**src/verilog/fault_seq_pkg.sv**
```systemverilog
package fault_seq_pkg;

	// core clock
	localparam int unsigned CORE_CLK_MHZ = 200;

	// analog trip points handled by the comparators in front of this block
	localparam int unsigned TEMP_TRIP_C = 160;
	localparam int unsigned TEMP_HYST_C = 10;
	localparam int unsigned OV_TRIP_MV = 1230;
	localparam int unsigned OV_HYST_MV = 70;
	localparam int unsigned BOOST_SHORT_MV = 300;
	localparam int unsigned BB_MARGIN_MV = 1500;
	localparam int unsigned CTRL_HI_MV = 1230;
	localparam int unsigned CTRL_LO_MV = 1200;
	localparam int unsigned FULL_SCALE_MV = 200;

	// boost short qualification, least time, rounded up
	localparam int unsigned QUAL_TIME_NS = 1000;
	localparam int unsigned QUAL_CYC = (QUAL_TIME_NS * CORE_CLK_MHZ + 999) / 1000;
	localparam int unsigned QUAL_W = 8;

	// retry window after hiccup, rounded up
	localparam int unsigned RETRY_TIME_NS = 20000;
	localparam int unsigned RETRY_CYC = (RETRY_TIME_NS * CORE_CLK_MHZ + 999) / 1000;
	localparam int unsigned RETRY_W = 12;

	// oscillator ticks
	localparam int unsigned HICCUP_TICKS_DEF = 8192;
	localparam int unsigned PERSIST_TICKS_DEF = 8192;
	localparam int unsigned TICK_W = 14;
	localparam int unsigned OSC_DIV_DEF = 1000;
	localparam int unsigned OSC_W = 16;

	// synchronised pin vector layout
	localparam int unsigned PIN_W = 11;
	localparam int unsigned P_TEMP_TRIP = 0;
	localparam int unsigned P_TEMP_COOL = 1;
	localparam int unsigned P_OV_TRIP = 2;
	localparam int unsigned P_OV_REL = 3;
	localparam int unsigned P_BOOST_SHORT = 4;
	localparam int unsigned P_BB_SHORT = 5;
	localparam int unsigned P_CTRL_HI = 6;
	localparam int unsigned P_CTRL_LO = 7;
	localparam int unsigned P_DIM = 8;
	localparam int unsigned P_PWM = 9;
	localparam int unsigned P_MODE_BB = 10;

	// values after reset
	localparam logic REF_INT_RST = 1'b1;
	localparam logic [PIN_W-1:0] PIN_RST = 11'h000;

	typedef enum logic [1:0] {ST_RUN, ST_HICCUP, ST_RETRY} hiccup_state_t;

endpackage

```
**src/verilog/led_fault_sequencer.sv**
```systemverilog
`timescale 1ns/100ps
module led_fault_sequencer import fault_seq_pkg::*; #(
	parameter bit HICCUP_EN = 1'b1,
	parameter int unsigned HICCUP_TICKS = HICCUP_TICKS_DEF,
	parameter int unsigned PERSIST_TICKS = PERSIST_TICKS_DEF,
	parameter int unsigned OSC_DIV = OSC_DIV_DEF
)(
	input wire logic CORE_CLK_I,
	input wire logic SYS_RST_I,
	input wire logic TEMP_TRIP_I,
	input wire logic TEMP_COOLED_I,
	input wire logic OV_TRIP_I,
	input wire logic OV_RELEASE_I,
	input wire logic BOOST_SHORT_I,
	input wire logic BB_SHORT_I,
	input wire logic CTRL_ABOVE_HI_I,
	input wire logic CTRL_BELOW_LO_I,
	input wire logic DIM_I,
	input wire logic PWM_I,
	input wire logic MODE_BUCK_BOOST_I,
	input wire logic FAULT_INDICATOR_N_I,
	output logic SWITCH_GATE_DRIVE_O,
	output logic DIM_GATE_DRIVE_N_O,
	output logic FAULT_INDICATOR_N_O,
	output logic FAULT_INDICATOR_N_OE_O,
	output logic EA_CONNECT_O,
	output logic REF_INTERNAL_O,
	output logic HICCUP_ACTIVE_O
);

	// pin synchronisers: s1 feeds s2 only, filter looks at s2 and s3
	logic [PIN_W-1:0] pins;
	logic [PIN_W-1:0] s1_r;
	logic [PIN_W-1:0] s2_r;
	logic [PIN_W-1:0] s3_r;
	logic [PIN_W-1:0] filt_r;
	logic [PIN_W-1:0] filt_nxt;

	// the readback of the fault pin is not needed by any decision here
	logic unused_fault_pin;
	assign unused_fault_pin = FAULT_INDICATOR_N_I;

	assign pins = {MODE_BUCK_BOOST_I, PWM_I, DIM_I, CTRL_BELOW_LO_I,
		CTRL_ABOVE_HI_I, BB_SHORT_I, BOOST_SHORT_I, OV_RELEASE_I,
		OV_TRIP_I, TEMP_COOLED_I, TEMP_TRIP_I};

	always_comb begin
		filt_nxt = (~(s2_r ^ s3_r) & s3_r) | ((s2_r ^ s3_r) & filt_r);
	end

	always_ff @(posedge CORE_CLK_I or posedge SYS_RST_I) begin
		if (SYS_RST_I) begin
			s1_r <= PIN_RST;
			s2_r <= PIN_RST;
			s3_r <= PIN_RST;
			filt_r <= PIN_RST;
		end else begin
			s1_r <= pins;
			s2_r <= s1_r;
			s3_r <= s2_r;
			filt_r <= filt_nxt;
		end
	end

	logic mode_bb;
	logic dim_on;
	logic pwm_req;
	assign mode_bb = filt_r[P_MODE_BB];
	assign dim_on = filt_r[P_DIM];
	assign pwm_req = filt_r[P_PWM];

	// oscillator tick divider
	logic [OSC_W-1:0] osc_cnt_r;
	logic [OSC_W-1:0] osc_cnt_nxt;
	logic tick_r;
	logic tick_nxt;

	always_comb begin
		if (osc_cnt_r == OSC_W'(OSC_DIV - 1)) begin
			osc_cnt_nxt = '0;
			tick_nxt = 1'b1;
		end else begin
			osc_cnt_nxt = osc_cnt_r + OSC_W'(1);
			tick_nxt = 1'b0;
		end
	end

	always_ff @(posedge CORE_CLK_I or posedge SYS_RST_I) begin
		if (SYS_RST_I) begin
			osc_cnt_r <= '0;
			tick_r <= 1'b0;
		end else begin
			osc_cnt_r <= osc_cnt_nxt;
			tick_r <= tick_nxt;
		end
	end

	// hysteretic conditions; a trip seen with its release wins
	logic therm_r;
	logic therm_nxt;
	logic ov_r;
	logic ov_nxt;
	logic ref_int_r;
	logic ref_int_nxt;

	always_comb begin
		therm_nxt = therm_r;
		if (filt_r[P_TEMP_TRIP]) begin
			therm_nxt = 1'b1;
		end else if (filt_r[P_TEMP_COOL]) begin
			therm_nxt = 1'b0;
		end
		ov_nxt = ov_r;
		if (filt_r[P_OV_TRIP]) begin
			ov_nxt = 1'b1;
		end else if (filt_r[P_OV_REL]) begin
			ov_nxt = 1'b0;
		end
		ref_int_nxt = ref_int_r;
		if (filt_r[P_CTRL_HI]) begin
			ref_int_nxt = 1'b1;
		end else if (filt_r[P_CTRL_LO]) begin
			ref_int_nxt = 1'b0;
		end
	end

	always_ff @(posedge CORE_CLK_I or posedge SYS_RST_I) begin
		if (SYS_RST_I) begin
			therm_r <= 1'b0;
			ov_r <= 1'b0;
			ref_int_r <= REF_INT_RST;
		end else begin
			therm_r <= therm_nxt;
			ov_r <= ov_nxt;
			ref_int_r <= ref_int_nxt;
		end
	end

	// boost short qualification and hiccup sequencing
	hiccup_state_t state_r;
	hiccup_state_t state_nxt;
	logic [QUAL_W-1:0] qual_r;
	logic [QUAL_W-1:0] qual_nxt;
	logic [TICK_W-1:0] hic_r;
	logic [TICK_W-1:0] hic_nxt;
	logic [RETRY_W-1:0] retry_r;
	logic [RETRY_W-1:0] retry_nxt;
	logic seen_r;
	logic seen_nxt;
	logic boost_flt_r;
	logic boost_flt_nxt;
	logic boost_short;
	logic qualified;

	// no hiccup option, no boost short watch
	assign boost_short = HICCUP_EN && !mode_bb && filt_r[P_BOOST_SHORT];
	assign qualified = qual_r == QUAL_W'(QUAL_CYC);

	always_comb begin
		state_nxt = state_r;
		hic_nxt = hic_r;
		retry_nxt = retry_r;
		seen_nxt = seen_r;
		boost_flt_nxt = boost_flt_r;
		// continuous short time, cleared while hiccuping
		if (!boost_short || state_r == ST_HICCUP) begin
			qual_nxt = '0;
		end else if (qualified) begin
			qual_nxt = qual_r;
		end else begin
			qual_nxt = qual_r + QUAL_W'(1);
		end
		case (state_r)
			ST_RUN: begin
				if (qualified) begin
					state_nxt = ST_HICCUP;
					hic_nxt = '0;
					boost_flt_nxt = 1'b1;
				end
			end
			ST_HICCUP: begin
				if (tick_r) begin
					if (hic_r == TICK_W'(HICCUP_TICKS - 1)) begin
						state_nxt = ST_RETRY;
						retry_nxt = '0;
						seen_nxt = 1'b0;
					end else begin
						hic_nxt = hic_r + TICK_W'(1);
					end
				end
			end
			ST_RETRY: begin
				if (qualified) begin
					state_nxt = ST_HICCUP;
					hic_nxt = '0;
				end else if (retry_r == RETRY_W'(RETRY_CYC - 1)) begin
					retry_nxt = '0;
					seen_nxt = 1'b0;
					if (!(seen_r || boost_short)) begin
						boost_flt_nxt = 1'b0;
						state_nxt = ST_RUN;
					end
				end else begin
					retry_nxt = retry_r + RETRY_W'(1);
					seen_nxt = seen_r | boost_short;
				end
			end
			default: begin
				state_nxt = ST_RUN;
			end
		endcase
	end

	always_ff @(posedge CORE_CLK_I or posedge SYS_RST_I) begin
		if (SYS_RST_I) begin
			state_r <= ST_RUN;
			qual_r <= '0;
			hic_r <= '0;
			retry_r <= '0;
			seen_r <= 1'b0;
			boost_flt_r <= 1'b0;
		end else begin
			state_r <= state_nxt;
			qual_r <= qual_nxt;
			hic_r <= hic_nxt;
			retry_r <= retry_nxt;
			seen_r <= seen_nxt;
			boost_flt_r <= boost_flt_nxt;
		end
	end

	// buck-boost persistence; counts down whenever not in that mode
	logic bb_flt;

	// flag from supply margin, switching continues
	persist_counter #(
		.W(TICK_W),
		.FULL(PERSIST_TICKS)
	) u_bb_persist (
		.clk_i(CORE_CLK_I),
		.rst_i(SYS_RST_I),
		.tick_i(tick_r),
		.cond_i(mode_bb && filt_r[P_BB_SHORT]),
		.flag_o(bb_flt)
	);

	// output stage
	logic hiccup;
	logic gate_off;
	logic fault;
	logic sw_gate_r;
	logic sw_gate_nxt;
	logic dim_n_r;
	logic dim_n_nxt;
	logic flt_oe_r;
	logic flt_oe_nxt;
	logic flt_drv_r;
	logic ea_r;
	logic ea_nxt;
	logic ref_out_r;
	logic hic_out_r;

	assign hiccup = state_r == ST_HICCUP;
	assign gate_off = therm_r | ov_r | hiccup | ~dim_on;
	assign fault = therm_r | ov_r | boost_flt_r | bb_flt;

	always_comb begin
		sw_gate_nxt = pwm_req & ~gate_off;
		dim_n_nxt = gate_off;
		ea_nxt = dim_on & ~hiccup;
		flt_oe_nxt = ~fault;
	end

	always_ff @(posedge CORE_CLK_I or posedge SYS_RST_I) begin
		if (SYS_RST_I) begin
			sw_gate_r <= 1'b0;
			dim_n_r <= 1'b1;
			ea_r <= 1'b0;
			flt_oe_r <= 1'b1;
			flt_drv_r <= 1'b0;
			ref_out_r <= REF_INT_RST;
			hic_out_r <= 1'b0;
		end else begin
			sw_gate_r <= sw_gate_nxt;
			dim_n_r <= dim_n_nxt;
			ea_r <= ea_nxt;
			flt_oe_r <= flt_oe_nxt;
			// open drain only ever drives low
			flt_drv_r <= 1'b0;
			ref_out_r <= ref_int_r;
			hic_out_r <= hiccup;
		end
	end

	assign SWITCH_GATE_DRIVE_O = sw_gate_r;
	assign DIM_GATE_DRIVE_N_O = dim_n_r;
	assign FAULT_INDICATOR_N_O = flt_drv_r;
	assign FAULT_INDICATOR_N_OE_O = flt_oe_r;
	assign EA_CONNECT_O = ea_r;
	assign REF_INTERNAL_O = ref_out_r;
	assign HICCUP_ACTIVE_O = hic_out_r;

endmodule

```
**src/verilog/persist_counter.sv**
```systemverilog
`timescale 1ns/100ps
module persist_counter import fault_seq_pkg::*; #(
	parameter int unsigned W = TICK_W,
	parameter int unsigned FULL = PERSIST_TICKS_DEF
)(
	input wire logic clk_i,
	input wire logic rst_i,
	input wire logic tick_i,
	input wire logic cond_i,
	output logic flag_o
);

	logic [W-1:0] cnt_r;
	logic [W-1:0] cnt_nxt;
	logic flag_r;
	logic flag_nxt;

	always_comb begin
		cnt_nxt = cnt_r;
		flag_nxt = flag_r;
		if (tick_i) begin
			if (cond_i && cnt_r != W'(FULL)) begin
				cnt_nxt = cnt_r + W'(1);
			end else if (!cond_i && cnt_r != '0) begin
				cnt_nxt = cnt_r - W'(1);
			end
		end
		if (cnt_r == W'(FULL)) begin
			flag_nxt = 1'b1;
		end else if (cnt_r == '0) begin
			flag_nxt = 1'b0;
		end
	end

	always_ff @(posedge clk_i or posedge rst_i) begin
		if (rst_i) begin
			cnt_r <= '0;
			flag_r <= 1'b0;
		end else begin
			cnt_r <= cnt_nxt;
			flag_r <= flag_nxt;
		end
	end

	assign flag_o = flag_r;

endmodule
```
**config.mk**
```make
export PLATFORM = sky130hd
export DESIGN_NAME = led_fault_sequencer
export DESIGN_NICKNAME = d
export VERILOG_FILES = /design/src/verilog/fault_seq_pkg.sv /design/src/verilog/led_fault_sequencer.sv /design/src/verilog/persist_counter.sv
export SDC_FILE = /design/constraint.sdc
export NUM_CORES = 1
export LEC_CHECK = 0
export BUFFER_PORTS_ARGS = -buffer_cell sky130_fd_sc_hd__buf_2
export CAP_MARGIN = 10
export CORE_MARGIN = 2
export CORE_UTILIZATION = 55
export DETAILED_ROUTE_END_ITERATION = 8
export PLACE_DENSITY = 0.82
export SYNTH_ARGS = -nofsm -noshare
export SYNTH_HDL_FRONTEND = slang
export SYNTH_SLANG_ARGS = --single-unit
```
**constraint.sdc**
```tcl
create_clock -name CORE_CLK_I -period 7.5 [get_ports CORE_CLK_I]
set_input_delay 1.5 -clock CORE_CLK_I [delete_from_list [all_inputs] [get_ports CORE_CLK_I]]
set_output_delay 1.5 -clock CORE_CLK_I [all_outputs]
set_load 0.01 [all_outputs]
```
### Word-level counts from Yosys, hierarchy flattened

Cells that the tools add are included.

| word-level totals | value |
|---|---|
| register bits | 123 |
| input bits | 14 |
| output and inout port bits | 7 |
| logic and storage cells | 131 |

| operators by class | value |
|---|---|
| add/subtract/negate cells | 6 |
| equal/unequal tests | 19 |
| muxes and demuxes | 40 |
| bitwise operators | 17 |
| reductions and logical operators | 26 |

Operators by type and width:

| operator | count |
|---|---|
| two-way mux 14 bit | 5 |
| two-way mux 12 bit | 4 |
| adder 14 x 1 -> 14 bit, second input constant | 2 |
| one-hot mux 14 bit (2 select lines) | 1 |
| one-hot mux 12 bit (2 select lines) | 1 |
| AND 11 bit | 2 |
| two-way mux 1 bit | 17 |
| adder 16 x 1 -> 16 bit, second input constant | 1 |
| equality test 16 x 10 -> 1 bit, second input constant | 1 |
| two-way mux 16 bit | 1 |
| two-way mux 8 bit | 2 |
| nonzero test 2 bit | 8 |
| equality test 14 x 13 -> 1 bit, second input constant | 1 |
| equality test 14 bit, second input constant | 1 |
| logical NOT 14 bit | 1 |
| != test 14 bit, second input constant | 1 |
| nonzero test 14 bit | 1 |
| subtractor 14 x 1 -> 14 bit, second input constant | 1 |
| adder 12 x 1 -> 12 bit, second input constant | 1 |
| equality test 12 bit, second input constant | 1 |
| two-way mux 2 bit | 6 |
| != test 2 bit, second input constant | 6 |
| inverter 11 bit | 1 |
| bitwise OR 11 bit | 1 |
| 20 further kinds | 41 |

### Depth between registers and ports, before layout

Gate-level depths: netlist of the first run.

| logic depth | value |
|---|---|
| word-level depth | 7 |
| gate-level depth with buffers | 11 |
| depth with buffers taken out | 11 |

### Modules after synthesis

A second synthesis of the first run with hierarchy kept.

| unflattened totals | value |
|---|---|
| cells, all modules | 521 |
| area, all modules | 5685.5 µm² |

By module, submodules not included:

| module | times used | cells an instance | area an instance (µm²) | seq. area each (µm²) |
|---|---|---|---|---|
| led_fault_sequencer | 1 | 386 | 4506.8 | 2707.6 |
| persist_counter | 1 | 135 | 1178.6 | 375.4 |

### Worst setup path before layout of the first run

Ideal clock, no wire load.

| path | value |
|---|---|
| path kind | reg2reg |
| start | register u_bb_persist.cnt_r[1] |
| end | register u_bb_persist.cnt_r[12] |
| library setup time | 0.069 ns |
| arrival time | 3.143 ns |
| required time | 7.431 ns |
| slack | 4.288 ns |
| stages on the path, launching flop included | 11 |
| path buffers | 0 |
| period minus slack after synthesis | 3.212 ns |
| cells stage by stage | dfrtp_1 -> nor4_1 -> nand4_1 -> o21bai_1 -> ha_1 -> nor2b_1 -> o31a_1 -> o21bai_1 -> a31oi_1 -> or4_1 -> nand3_1 |

| between the ends | value |
|---|---|
| word-level cells in the longest chain between the ends | 4 |
| elaborated cells on any way between the ends | 10 |
| classes of those cells | 2 x add/sub; 1 x eq/ne; 2 x mux; 5 x reduce/logical |

Ends and longest elaborated chain:

| element | RTL line | RTL |
|---|---|---|
| start, declared | persist_counter.sv:13 | `logic [W-1:0] cnt_r;` |
| start signal, assigned | persist_counter.sv:40 | `cnt_r <= cnt_nxt;` |
| branches (longest 4 deep; another with subtractor 14 x 1 -> 14 bit) | - |  |

Parallel ways; which one is timed is not known. The select of a mux whose other input is x is not followed.
A chain may end at the register's enable or synchronous reset.

### Worst setup path after layout of the first run

| path | value |
|---|---|
| start | register u_bb_persist.cnt_r[8] |
| end | register u_bb_persist.cnt_r[12] |

Same word-level chain as after synthesis.

==> impl_metrics.yaml, run 1 <==
finish:
  register_area_um2: 3083
  multiInputGateArea_um2: 2246
  diodes: 0
  drive_gt1_share_pct: 12.94
  area_growth_syn_to_layout_pct: 14.85
  nets: 560
  n_fill_cell: 688
grt:
  antenna_found_initial: 0
  grt_usage_pct: 20.45
  grt_start_max_net_pins: 74
  overflow: 0
  grt_pass1_wl_um: 17840
  grt_pass1_vias: 3825
power:
  combPwrFrac_pct: 4.2
  p_switching_w: 0.0003932
  ir_drop_v: 0.0002045
  power.total_w: 0.001562
  leakage_nw: 2.855
  p_seq_share_pct: 44.6
  p_int_w: 0.001169
  switching_share_pct: 25.17
  powerDensity_nw_per_um2: 249.5
  clkPwrFrac_pct: 51.3
yosys:
  ys_ff_latch: 123
  syn_inst: 498
  synthTopCellsByCount: "dfrtp_1 (119), nand2_1 (45), nor2_1 (39), o21ai_0 (39), a21oi_1 (29)"
  synth_area_leader_cell: "dfrtp_1"
  syn_nets: 530
  synth_edf_count: 0
  async_flop_share_pct: 100.0
  synthFlopType: "dfrtp_1"
  synth_cell_types: 58
  synth_top_cell_area_share_pct: 54.61
  synthTopCellsByArea: "dfrtp_1 (55%), ha_1 (3.9%), o21ai_0 (3.6%)"
  synth_area_per_cell_um2: 10.95
  synth_most_common_cell: "dfrtp_1"
  seq_area_frac_synth_pct: 56.54
  synth_area_um2: 5453
  yosys_warnings: 0
detailed_routing:
  drtIter0Drc: 227
  ant_nets: 0
  highest_layer: "met4"
  detail_route.first_pass.iterations: 5
  routed_wirelength_um: 10240
  vias: 3833
  viasPerCell: 5.687
  wl_met2_um: 5180
  met3_length_um: 333
  wl_per_cell_um: 15.20
  wl_met1_um: 4583
  drc: 0
worst_setup_path:
  crit_path_end: "u_bb_persist.cnt_r[12]"
  critPathSlowestCell: "o21bai_1"
  r2r-start: "u_bb_persist.cnt_r[8]"
  cp-end-kind: "register"
  arrival_ns: 4.51
  cp-start-kind: "register"
  reg2reg_depth: 10
  r2r-end: "u_bb_persist.cnt_r[12]"
  critical_path.most_common_cell: "o21bai_1"
  critical_path_required_ns: 7.95
  startpoint: "u_bb_persist.cnt_r[8]"
  slowest_delay_ns: 1.00
  path_cells: "nor4_1, nand4_1, o21bai_1, ha_1, nor2b_1, o31a_1, o21bai_1, a31oi_1, or4_1, nand3_1"
  r2r_setup_slack_ns: 3.45
  path_max_fanout: 15
  critical_path_class: "reg -> reg"
floorplan:
  coreArea_um2: 9684
  start_util_pct: 56.30
  die_y_um: 103.6
  io_pins: 21
  dieArea_um2: 10730
  die_w_um: 103.6
  rows: 36
clock_network:
  h-tree-depth: 4
  clkSinkCount: 123
  cts_root_buf: "clkbuf_8"
  cts_tree: "yes"
  post_cts_resized: 0
  clk_pin_slew_ns: 0.06
  numCtsBuffers: 17
  cts_setup_buffers: 0
  clock_latency_ns: 0.52
  max-clock-path-buffers: 2
  hold_buffers: 0
place:
  gp_congestion: 0.8165
  dp_hpwl_um: 6450
  numPortBuffers: 18
  place_ws_ns: 3.550
timing:
  clock.fmax_ghz: 0.2466
  period_share_pct: 54.06
  rsz0062_at_grt: "false"
  min_period_ns: 4.054
  slew_viol_final: 0
  tns_ns: 0
  finClkSkew_ns: 0.009496
  relSlewSlack_pct: 19.32
  hold_viol_final: 0
  finalWorstSetupSlack_ns: 3.446
  setup-violations-final: 0
  tightest_slew_ns: 1.208
outcome:
  status: "finished clean"
hold_path:
  hold_path_class: "reg -> reg"
run:
  drv_cap: 0
-- state kept, by name, indices dropped and copies added (netlist names), 2 cells and up, named ones only --
signal,flops
state_r,2
s2_r,11
s1_r,11
qual_r,8
hic_r,14
osc_cnt_r,16
u_bb_persist.cnt_r,14
s3_r,11
retry_r,12
-- per-stage QoR --
step,instance area [um2],utilization (%),hold slack [ns],instances
2_1_floorplan,5453,-,0.3312,498
3_3_place_gp,5674,58.59,0.3321,642
3_5_place_dp,5674,58.59,0.3362,642
4_1_cts,6262,64.66,0.3514,674
5_1_grt,6262,64.66,0.3487,674
6_report,6262,64.66,0.3491,674
-- cell usage in the layout, fill, tap and decap left out, drive strengths merged, types with 10 or more instances in the layout --
cell type,synthesis,layout
dfrtp,119,119
nand2,45,45
nor2,39,39
o21ai,39,39
a21oi,30,30
inv,19,28
nand3,22,22
buf,6,20
xor2,17,17
ha,17,17
clkbuf,3,17
xnor2,14,14
a21o,12,12
maj3,11,11
nand4,10,10
-- how the worst min path moves through the flow --
stage	from	endpoint	slack, ns	cells past startpoint
floorplan	s1_r[0]	s2_r[0]	0.33	0
global placement	s1_r[1]	s2_r[1]	0.33	0
detailed placement	s1_r[0]	s2_r[0]	0.34	0
CTS	s1_r[5]	s2_r[5]	0.35	0
global route	s1_r[7]	s2_r[7]	0.35	0
finish	s1_r[5]	s2_r[5]	0.35	0
-- power groups by stage --
| stage | Combinational [W] | Sequential, W | Clock, W |
|---|---|---|---|
| final | 0.0000649 | 0.000696 | 0.000801 |
| after global routing | 0.0000738 | 0.000698 | 0.000840 |
| after CTS | 0.0000660 | 0.000697 | 0.000813 |
| after detailed placement | 0.0000640 | 0.000708 | 0 |
| after global placement | 0.0000605 | 0.000707 | 0 |
| after floorplan | 0.0000457 | 0.000706 | 0 |
-- layout make-up --
type	count	area share, %
multi-input combinational	347	35.86
tap	133	2.657
clock buffer	17	6.613
timing repair buffer	20	1.678
sequential	123	49.23
clock inverter	15	2.777
inverter	19	1.179
-- critical path: cells and delay by family (launching register included) --
kind	cells	cell delay, ns
fa+ha+maj	1	0.45
compound gates	4	1.71
simple gates	5	1.41
flops	1	0.41
-- kinds of logic after synthesis --
family | Yosys count | synth area share (%)
flip-flops | 123 | 56.54
AO/OA/AOI/OAI | 110 | 12.69
buffers and inverters | 28 | 2.272
AND/OR/NAND/NOR | 168 | 15.63
XOR/XNOR | 31 | 4.979
other | 1 | 0.06877
multiplexers | 8 | 1.537
adder cells (fa/ha/maj) | 29 | 6.287
-- per-layer routing --
metal | track usage (%) | vias to the layer above
li1 | - | 1839
met1 | 27.05 | 1896
met2 | 33.82 | 87
met3 | 4.468 | 11
met4 | 6.950 | 0
met5 | 0 | -
No activity file was read; power rests on OpenSTA's default activity.
==> run 2, diff against run 1 <==
- PLACE_DENSITY: 0.82 -> 0.85
- clock period: 7.5 -> 3.5 ns (I/O delays scaled with it)
==> impl_metrics.yaml, run 2 (synthesis gave the netlist of run 1 again) <==
run:
  drv_cap: 0
detailed_routing:
  drc: 0
  detail_route.first_pass.iterations: 5
  routed_wirelength_um: 9967
  ant_nets: 0
  vias: 3864
  wl_per_cell_um: 14.70
  viasPerCell: 5.699
  drtIter0Drc: 199
finish:
  n_fill_cell: 716
  area_growth_syn_to_layout_pct: 14.69
  top_register: "osc_cnt_r"
  diodes: 0
  final_cells: 678
  layout_common_cells: "dfrtp_1 (119), nand2_1 (45), nor2_1 (39)"
  nets: 564
  drive_gt1_share_pct: 13.39
  multiInputGateArea_um2: 2246
  reg_top3: "osc_cnt_r: 16 flops, hic_r: 14 flops, u_bb_persist.cnt_r: 14 flops"
  design_area_um2: 6254
  final_common_cell: "dfrtp_1"
  largest_reg_flops: 16
  register_area_um2: 3083
floorplan:
  rows: 36
  io_pins: 21
  die_w_um: 103.6
  start_util_pct: 56.30
  dieArea_um2: 10730
  coreArea_um2: 9684
  die_y_um: 103.6
timing:
  tns_ns: 0
  finClkSkew_ns: 0.009344
  slew_viol_final: 0
  finalWorstSetupSlack_ns: 0.2194
  rsz0062_at_grt: "false"
  period_share_pct: 93.73
  setup-violations-final: 0
  hold_viol_final: 0
  min_period_ns: 3.281
  clock.fmax_ghz: 0.3048
  relSlewSlack_pct: 43.91
  tightest_slew_ns: 0.8344
hold_path:
  hold_path_class: "in -> async"
clock_network:
  cts_setup_buffers: 0
  post_cts_resized: 0
  numCtsBuffers: 17
  cts_tree: "yes"
  clkSinkCount: 123
  h-tree-depth: 4
  cts_root_buf: "clkbuf_8"
  hold_buffers: 0
  max-clock-path-buffers: 2
  clock_latency_ns: 0.51
  clk_pin_slew_ns: 0.06
worst_setup_path:
  path_cells: "nor4_1, nand4_1, o21bai_1, buf_4, ha_1, a21o_1, a221oi_1, or3_1, nand2_1, o21ai_0, xnor2_1"
  cp-start-kind: "register"
  critical_path_required_ns: 3.92
  critPathTopFamily: "compound AO/OA/AOI/OAI gates"
  path_max_fanout: 7
  worst-path-buf-inv: 1
  cp-end-kind: "register"
  critPathSlowestCell: "a221oi_1"
  critical_path_class: "reg -> reg"
  slowest_delay_ns: 0.47
  arrival_ns: 3.70
place:
  dpl_cell_area_um2: 5718
  gp_congestion: 0.8746
  numPortBuffers: 18
  dp_hpwl_um: 6322
  placed_cells: 646
  place_ws_ns: 0.2502
outcome:
  status: "finished clean"
power:
  ir_drop_v: 0.0005197
  powerDensity_nw_per_um2: 509.0
  leakage_nw: 2.846
grt:
  overflow: 0
  grt_start_max_net_pins: 73
  antenna_found_initial: 0
  grt_pass1_vias: 3846
  grt_usage_pct: 20.32
  grt_pass1_wl_um: 17790
[run 2: cell types whose count changed in the layout (fill, tap and decap cells not counted), sizes merged]
cell / previous run / this run
inv: 28 / 21
clkinv: 4 / 10
buf: 20 / 24
bufinv: 1 / 0
clkbuf: 17 / 18
clkinvlp: 1 / 2
[run 2: per-layer routing]
metal  up-vias  routed length, um  track usage [%]  share of wire (%)
met5         -                  0                0                  0
met4         0                166            8.494                1.7
met3        14                395            5.412                4.0
met2       107               4906            32.07                 49
met1      1908               4498            26.89                 45
li1       1835                  -                -                  -
[run 2: final timing paths]
kind,start,endpoint,slack (ns),depth (start not counted)
max reg2reg,u_bb_persist.cnt_r[8],u_bb_persist.cnt_r[13],0.22,11
min in group CORE_CLK_I,CTRL_ABOVE_HI_I,s1_r[6],0.29,1
max in group asynchronous,SYS_RST_I,DIM_GATE_DRIVE_N_O,2.59,3
max,u_bb_persist.cnt_r[8],u_bb_persist.cnt_r[13],0.22,11
min,SYS_RST_I,u_bb_persist.cnt_r[7],0.11,2
min reg2reg,s1_r[7],s2_r[7],0.35,0
[run 2: cell type report]
cell class / instances / share of cell area (%)
Timing Repair Buffer: 24 / 2.361
Clock buffer: 18 / 6.683
Clock inverter: 14 / 1.881
Tap cell: 133 / 2.661
Sequential cell: 123 / 49.30
Multi-Input combinational cell: 347 / 35.91
Inverter: 19 / 1.200
[run 2: stage by stage]
step	total power, W	hold WS, ns	util [%]
2_1_floorplan	0.001612	0.3312	-
3_3_place_gp	0.001651	0.3320	59.04
3_5_place_dp	0.001660	0.3347	59.04
4_1_cts	0.003211	0.1039	64.57
5_1_grt	0.003302	0.1125	64.57
6_report	0.003183	0.1104	64.57
[run 2: power breakdown]
part           switching, W  total, W  internal (W)
clock              0.000666   0.00155      0.000882
sequential        0.0000230   0.00149       0.00147
combinational     0.0000861  0.000142     0.0000559
total              0.000775   0.00318       0.00241
==> run 3, diff against run 2 <==
- SYNTH_HIERARCHICAL: default -> 1
==> impl_metrics.yaml, run 3 <==
outcome:
  status: "finished clean"
finish:
  design_area_um2: 6515
  final_common_cell: "dfrtp_1"
  reg_top3: "osc_cnt_r: 16 flops, hic_r: 14 flops, u_bb_persist/cnt_r: 14 flops"
  top_register: "osc_cnt_r"
  largest_reg_flops: 16
  diodes: 0
  nets: 581
  n_fill_cell: 744
  layout_common_cells: "dfrtp_1 (119), nand2_1 (44), o21ai_0 (28)"
  area_growth_syn_to_layout_pct: 14.59
  drive_gt1_share_pct: 13.35
worst_setup_path:
  r2r-start: "u_bb_persist/cnt_r[2]"
  critical_path_required_ns: 3.89
  critPathSlowestCell: "dfrtp_1"
  r2r_setup_slack_ns: 0.36
  cp-start-kind: "register"
  path_max_fanout: 11
  r2r-end: "u_bb_persist/cnt_r[13]"
  path_cells: "nor4_1, nand4_1, inv_1, nand2_1, nand2_2, ha_1, a21oi_1, o21ai_2, a221o_1, or3_1, a21boi_1, mux2i_1"
  cp-end-kind: "register"
  reg2reg_depth: 12
  arrival_ns: 3.54
  critPathTopFamily: "simple AND/OR/NAND/NOR gates"
  critical_path_class: "reg -> reg"
  slowest_delay_ns: 0.40
  worst-path-buf-inv: 1
timing:
  setup-violations-final: 0
  clock.fmax_ghz: 0.3181
  hold_viol_final: 0
  period_share_pct: 89.82
  min_period_ns: 3.144
  tightest_slew_ns: 0.9049
  relSlewSlack_pct: 39.67
  slew_viol_final: 0
  finalWorstSetupSlack_ns: 0.3561
  finClkSkew_ns: 0.01152
  rsz0062_at_grt: "false"
  tns_ns: 0
  whs_ns: 0.2074
yosys:
  syn_inst: 521
  synth_area_um2: 5685
  synth_top_cell_area_share_pct: 52.38
  synthTopCellsByCount: "dfrtp_1 (119), nand2_1 (45), o21ai_0 (28)"
  yosys_warnings: 6
  synthTopCellsByArea: "dfrtp_1 (52%), ha_1 (3.7%), nand2_1 (3.0%)"
  seq_area_frac_synth_pct: 54.23
  syn_nets: 553
  synth_xor_area_share_pct: 4.776
  synth_edf_count: 0
  synthSimpleGateAreaFrac_pct: 18.86
  synth_compound_area_share_pct: 11.93
  synthMuxAreaShare_pct: 1.056
  synthFlopType: "dfrtp_1"
  synth_top_family_by_area: "simple AND/OR/NAND/NOR gates"
  synth_cell_types: 65
  synth_area_per_cell_um2: 10.91
  synthAdderAreaFrac_pct: 6.030
  ys_ff_latch: 123
  synth_area_leader_cell: "dfrtp_1"
  synth_most_common_cell: "dfrtp_1"
  async_flop_share_pct: 100.0
clock_network:
  h-tree-depth: 4
  cts_tree: "yes"
  clkSinkCount: 123
  hold_buffers: 0
  clk_pin_slew_ns: 0.06
  clock_latency_ns: 0.53
  numCtsBuffers: 17
  cts_root_buf: "clkbuf_8"
  max-clock-path-buffers: 2
power:
  leakage_nw: 2.843
  power.total_w: 0.003427
  ir_drop_v: 0.0003110
  powerDensity_nw_per_um2: 526.1
place:
  gp_congestion: 0.8690
  numPortBuffers: 18
  dpl_cell_area_um2: 5897
  dp_hpwl_um: 7210
  place_ws_ns: 0.2027
grt:
  overflow: 0
  use_met3_pct: 5.875
  grtUsageMet1_pct: 28.31
  grt_start_max_net_pins: 65
  grt_usage_pct: 24.27
  grt_pass1_vias: 4390
  grt.busiest_layer: "met2"
  grt_pass1_wl_um: 21220
  antenna_found_initial: 0
  grt_use_met2_pct: 41.94
floorplan:
  dieArea_um2: 11170
  die_y_um: 105.7
  io_pins: 21
  die_w_um: 105.7
  coreArea_um2: 10180
  start_util_pct: 55.82
  rows: 37
detailed_routing:
  routed_wirelength_um: 12340
  wl_per_cell_um: 17.67
  drc: 0
  vias: 4267
  detail_route.first_pass.iterations: 5
  viasPerCell: 6.113
  ant_nets: 0
  drtIter0Drc: 272
run:
  drv_cap: 0
hold_path:
  hold_path_class: "in -> async"
==> run 3: cell count changes after synthesis, moves of 4 or more <==
cell / before / now
o31ai_1: 5 / 12
nor3_1: 5 / 9
and2_1: 1 / 7
o21ai_0: 39 / 28
a31oi_1: 5 / 16
a21o_1: 12 / 4
a21oi_1: 29 / 16
nand2b_1: 7 / 11
nor2_1: 39 / 25
or4_1: 3 / 12
==> run 3: final cells by class <==
| cell class | count | area [um2] | area share, % |
|---|---|---|---|
| multi-input combinational | 363 | 2440 | 37.45 |
| clock buffer | 19 | 431.7 | 6.626 |
| inverter | 21 | 82.58 | 1.268 |
| tap | 136 | 170.2 | 2.612 |
| sequential | 123 | 3083 | 47.32 |
| clock inverter | 13 | 167.7 | 2.573 |
| timing repair buffer | 23 | 140.1 | 2.151 |
==> run 3: power breakdown <==
group	leakage [nW]	internal, W	switching (W)
clock	0.288	0.00111	0.000671
sequential	1.58	0.00147	0.0000258
combinational	0.976	0.0000565	0.0000965
==> run 3: kinds of logic (layout without fill, tap and decap cells) <==
logic type	after synthesis	after routing
AOI/OAI and AO/OA	105	105
DFF	123	123
adders and majority gates	29	29
buffers and inverters	35	76
xor gates and xnor gates	31	31
muxes	6	6
and+or+nand+nor	191	191
other	1	1
==> run 3: worst max path at each step <==
stage                              to                  start  depth (start not counted)
6_report       u_bb_persist/cnt_r[13]  u_bb_persist/cnt_r[2]                         12
5_1_grt        u_bb_persist/cnt_r[13]  u_bb_persist/cnt_r[0]                         12
4_1_cts        u_bb_persist/cnt_r[13]  u_bb_persist/cnt_r[2]                         12
3_5_place_dp   u_bb_persist/cnt_r[13]  u_bb_persist/cnt_r[3]                         12
3_3_place_gp   u_bb_persist/cnt_r[13]  u_bb_persist/cnt_r[2]                         12
2_1_floorplan  u_bb_persist/cnt_r[13]  u_bb_persist/cnt_r[0]                         12
==> run 3: timing repair <==
item	4_1_cts	5_1_grt
setup endpoints to repair	0	4
buffers inserted	0	1
gates resized for setup	0	2
hold endpoints to repair	0	0
==> run 3: metal layers <==
metal | share of wire (%) | wire length (um)
met1 | 40 | 4901
met2 | 53 | 6500
met3 | 4.8 | 586
met4 | 2.8 | 347
met5 | 0 | 0
==> run 3: through the flow <==
stage	cells	util, %
global route	698	63.97
CTS	697	63.78
finish	698	63.97
floorplan	521	-
detailed placement	665	57.90
global placement	665	57.90
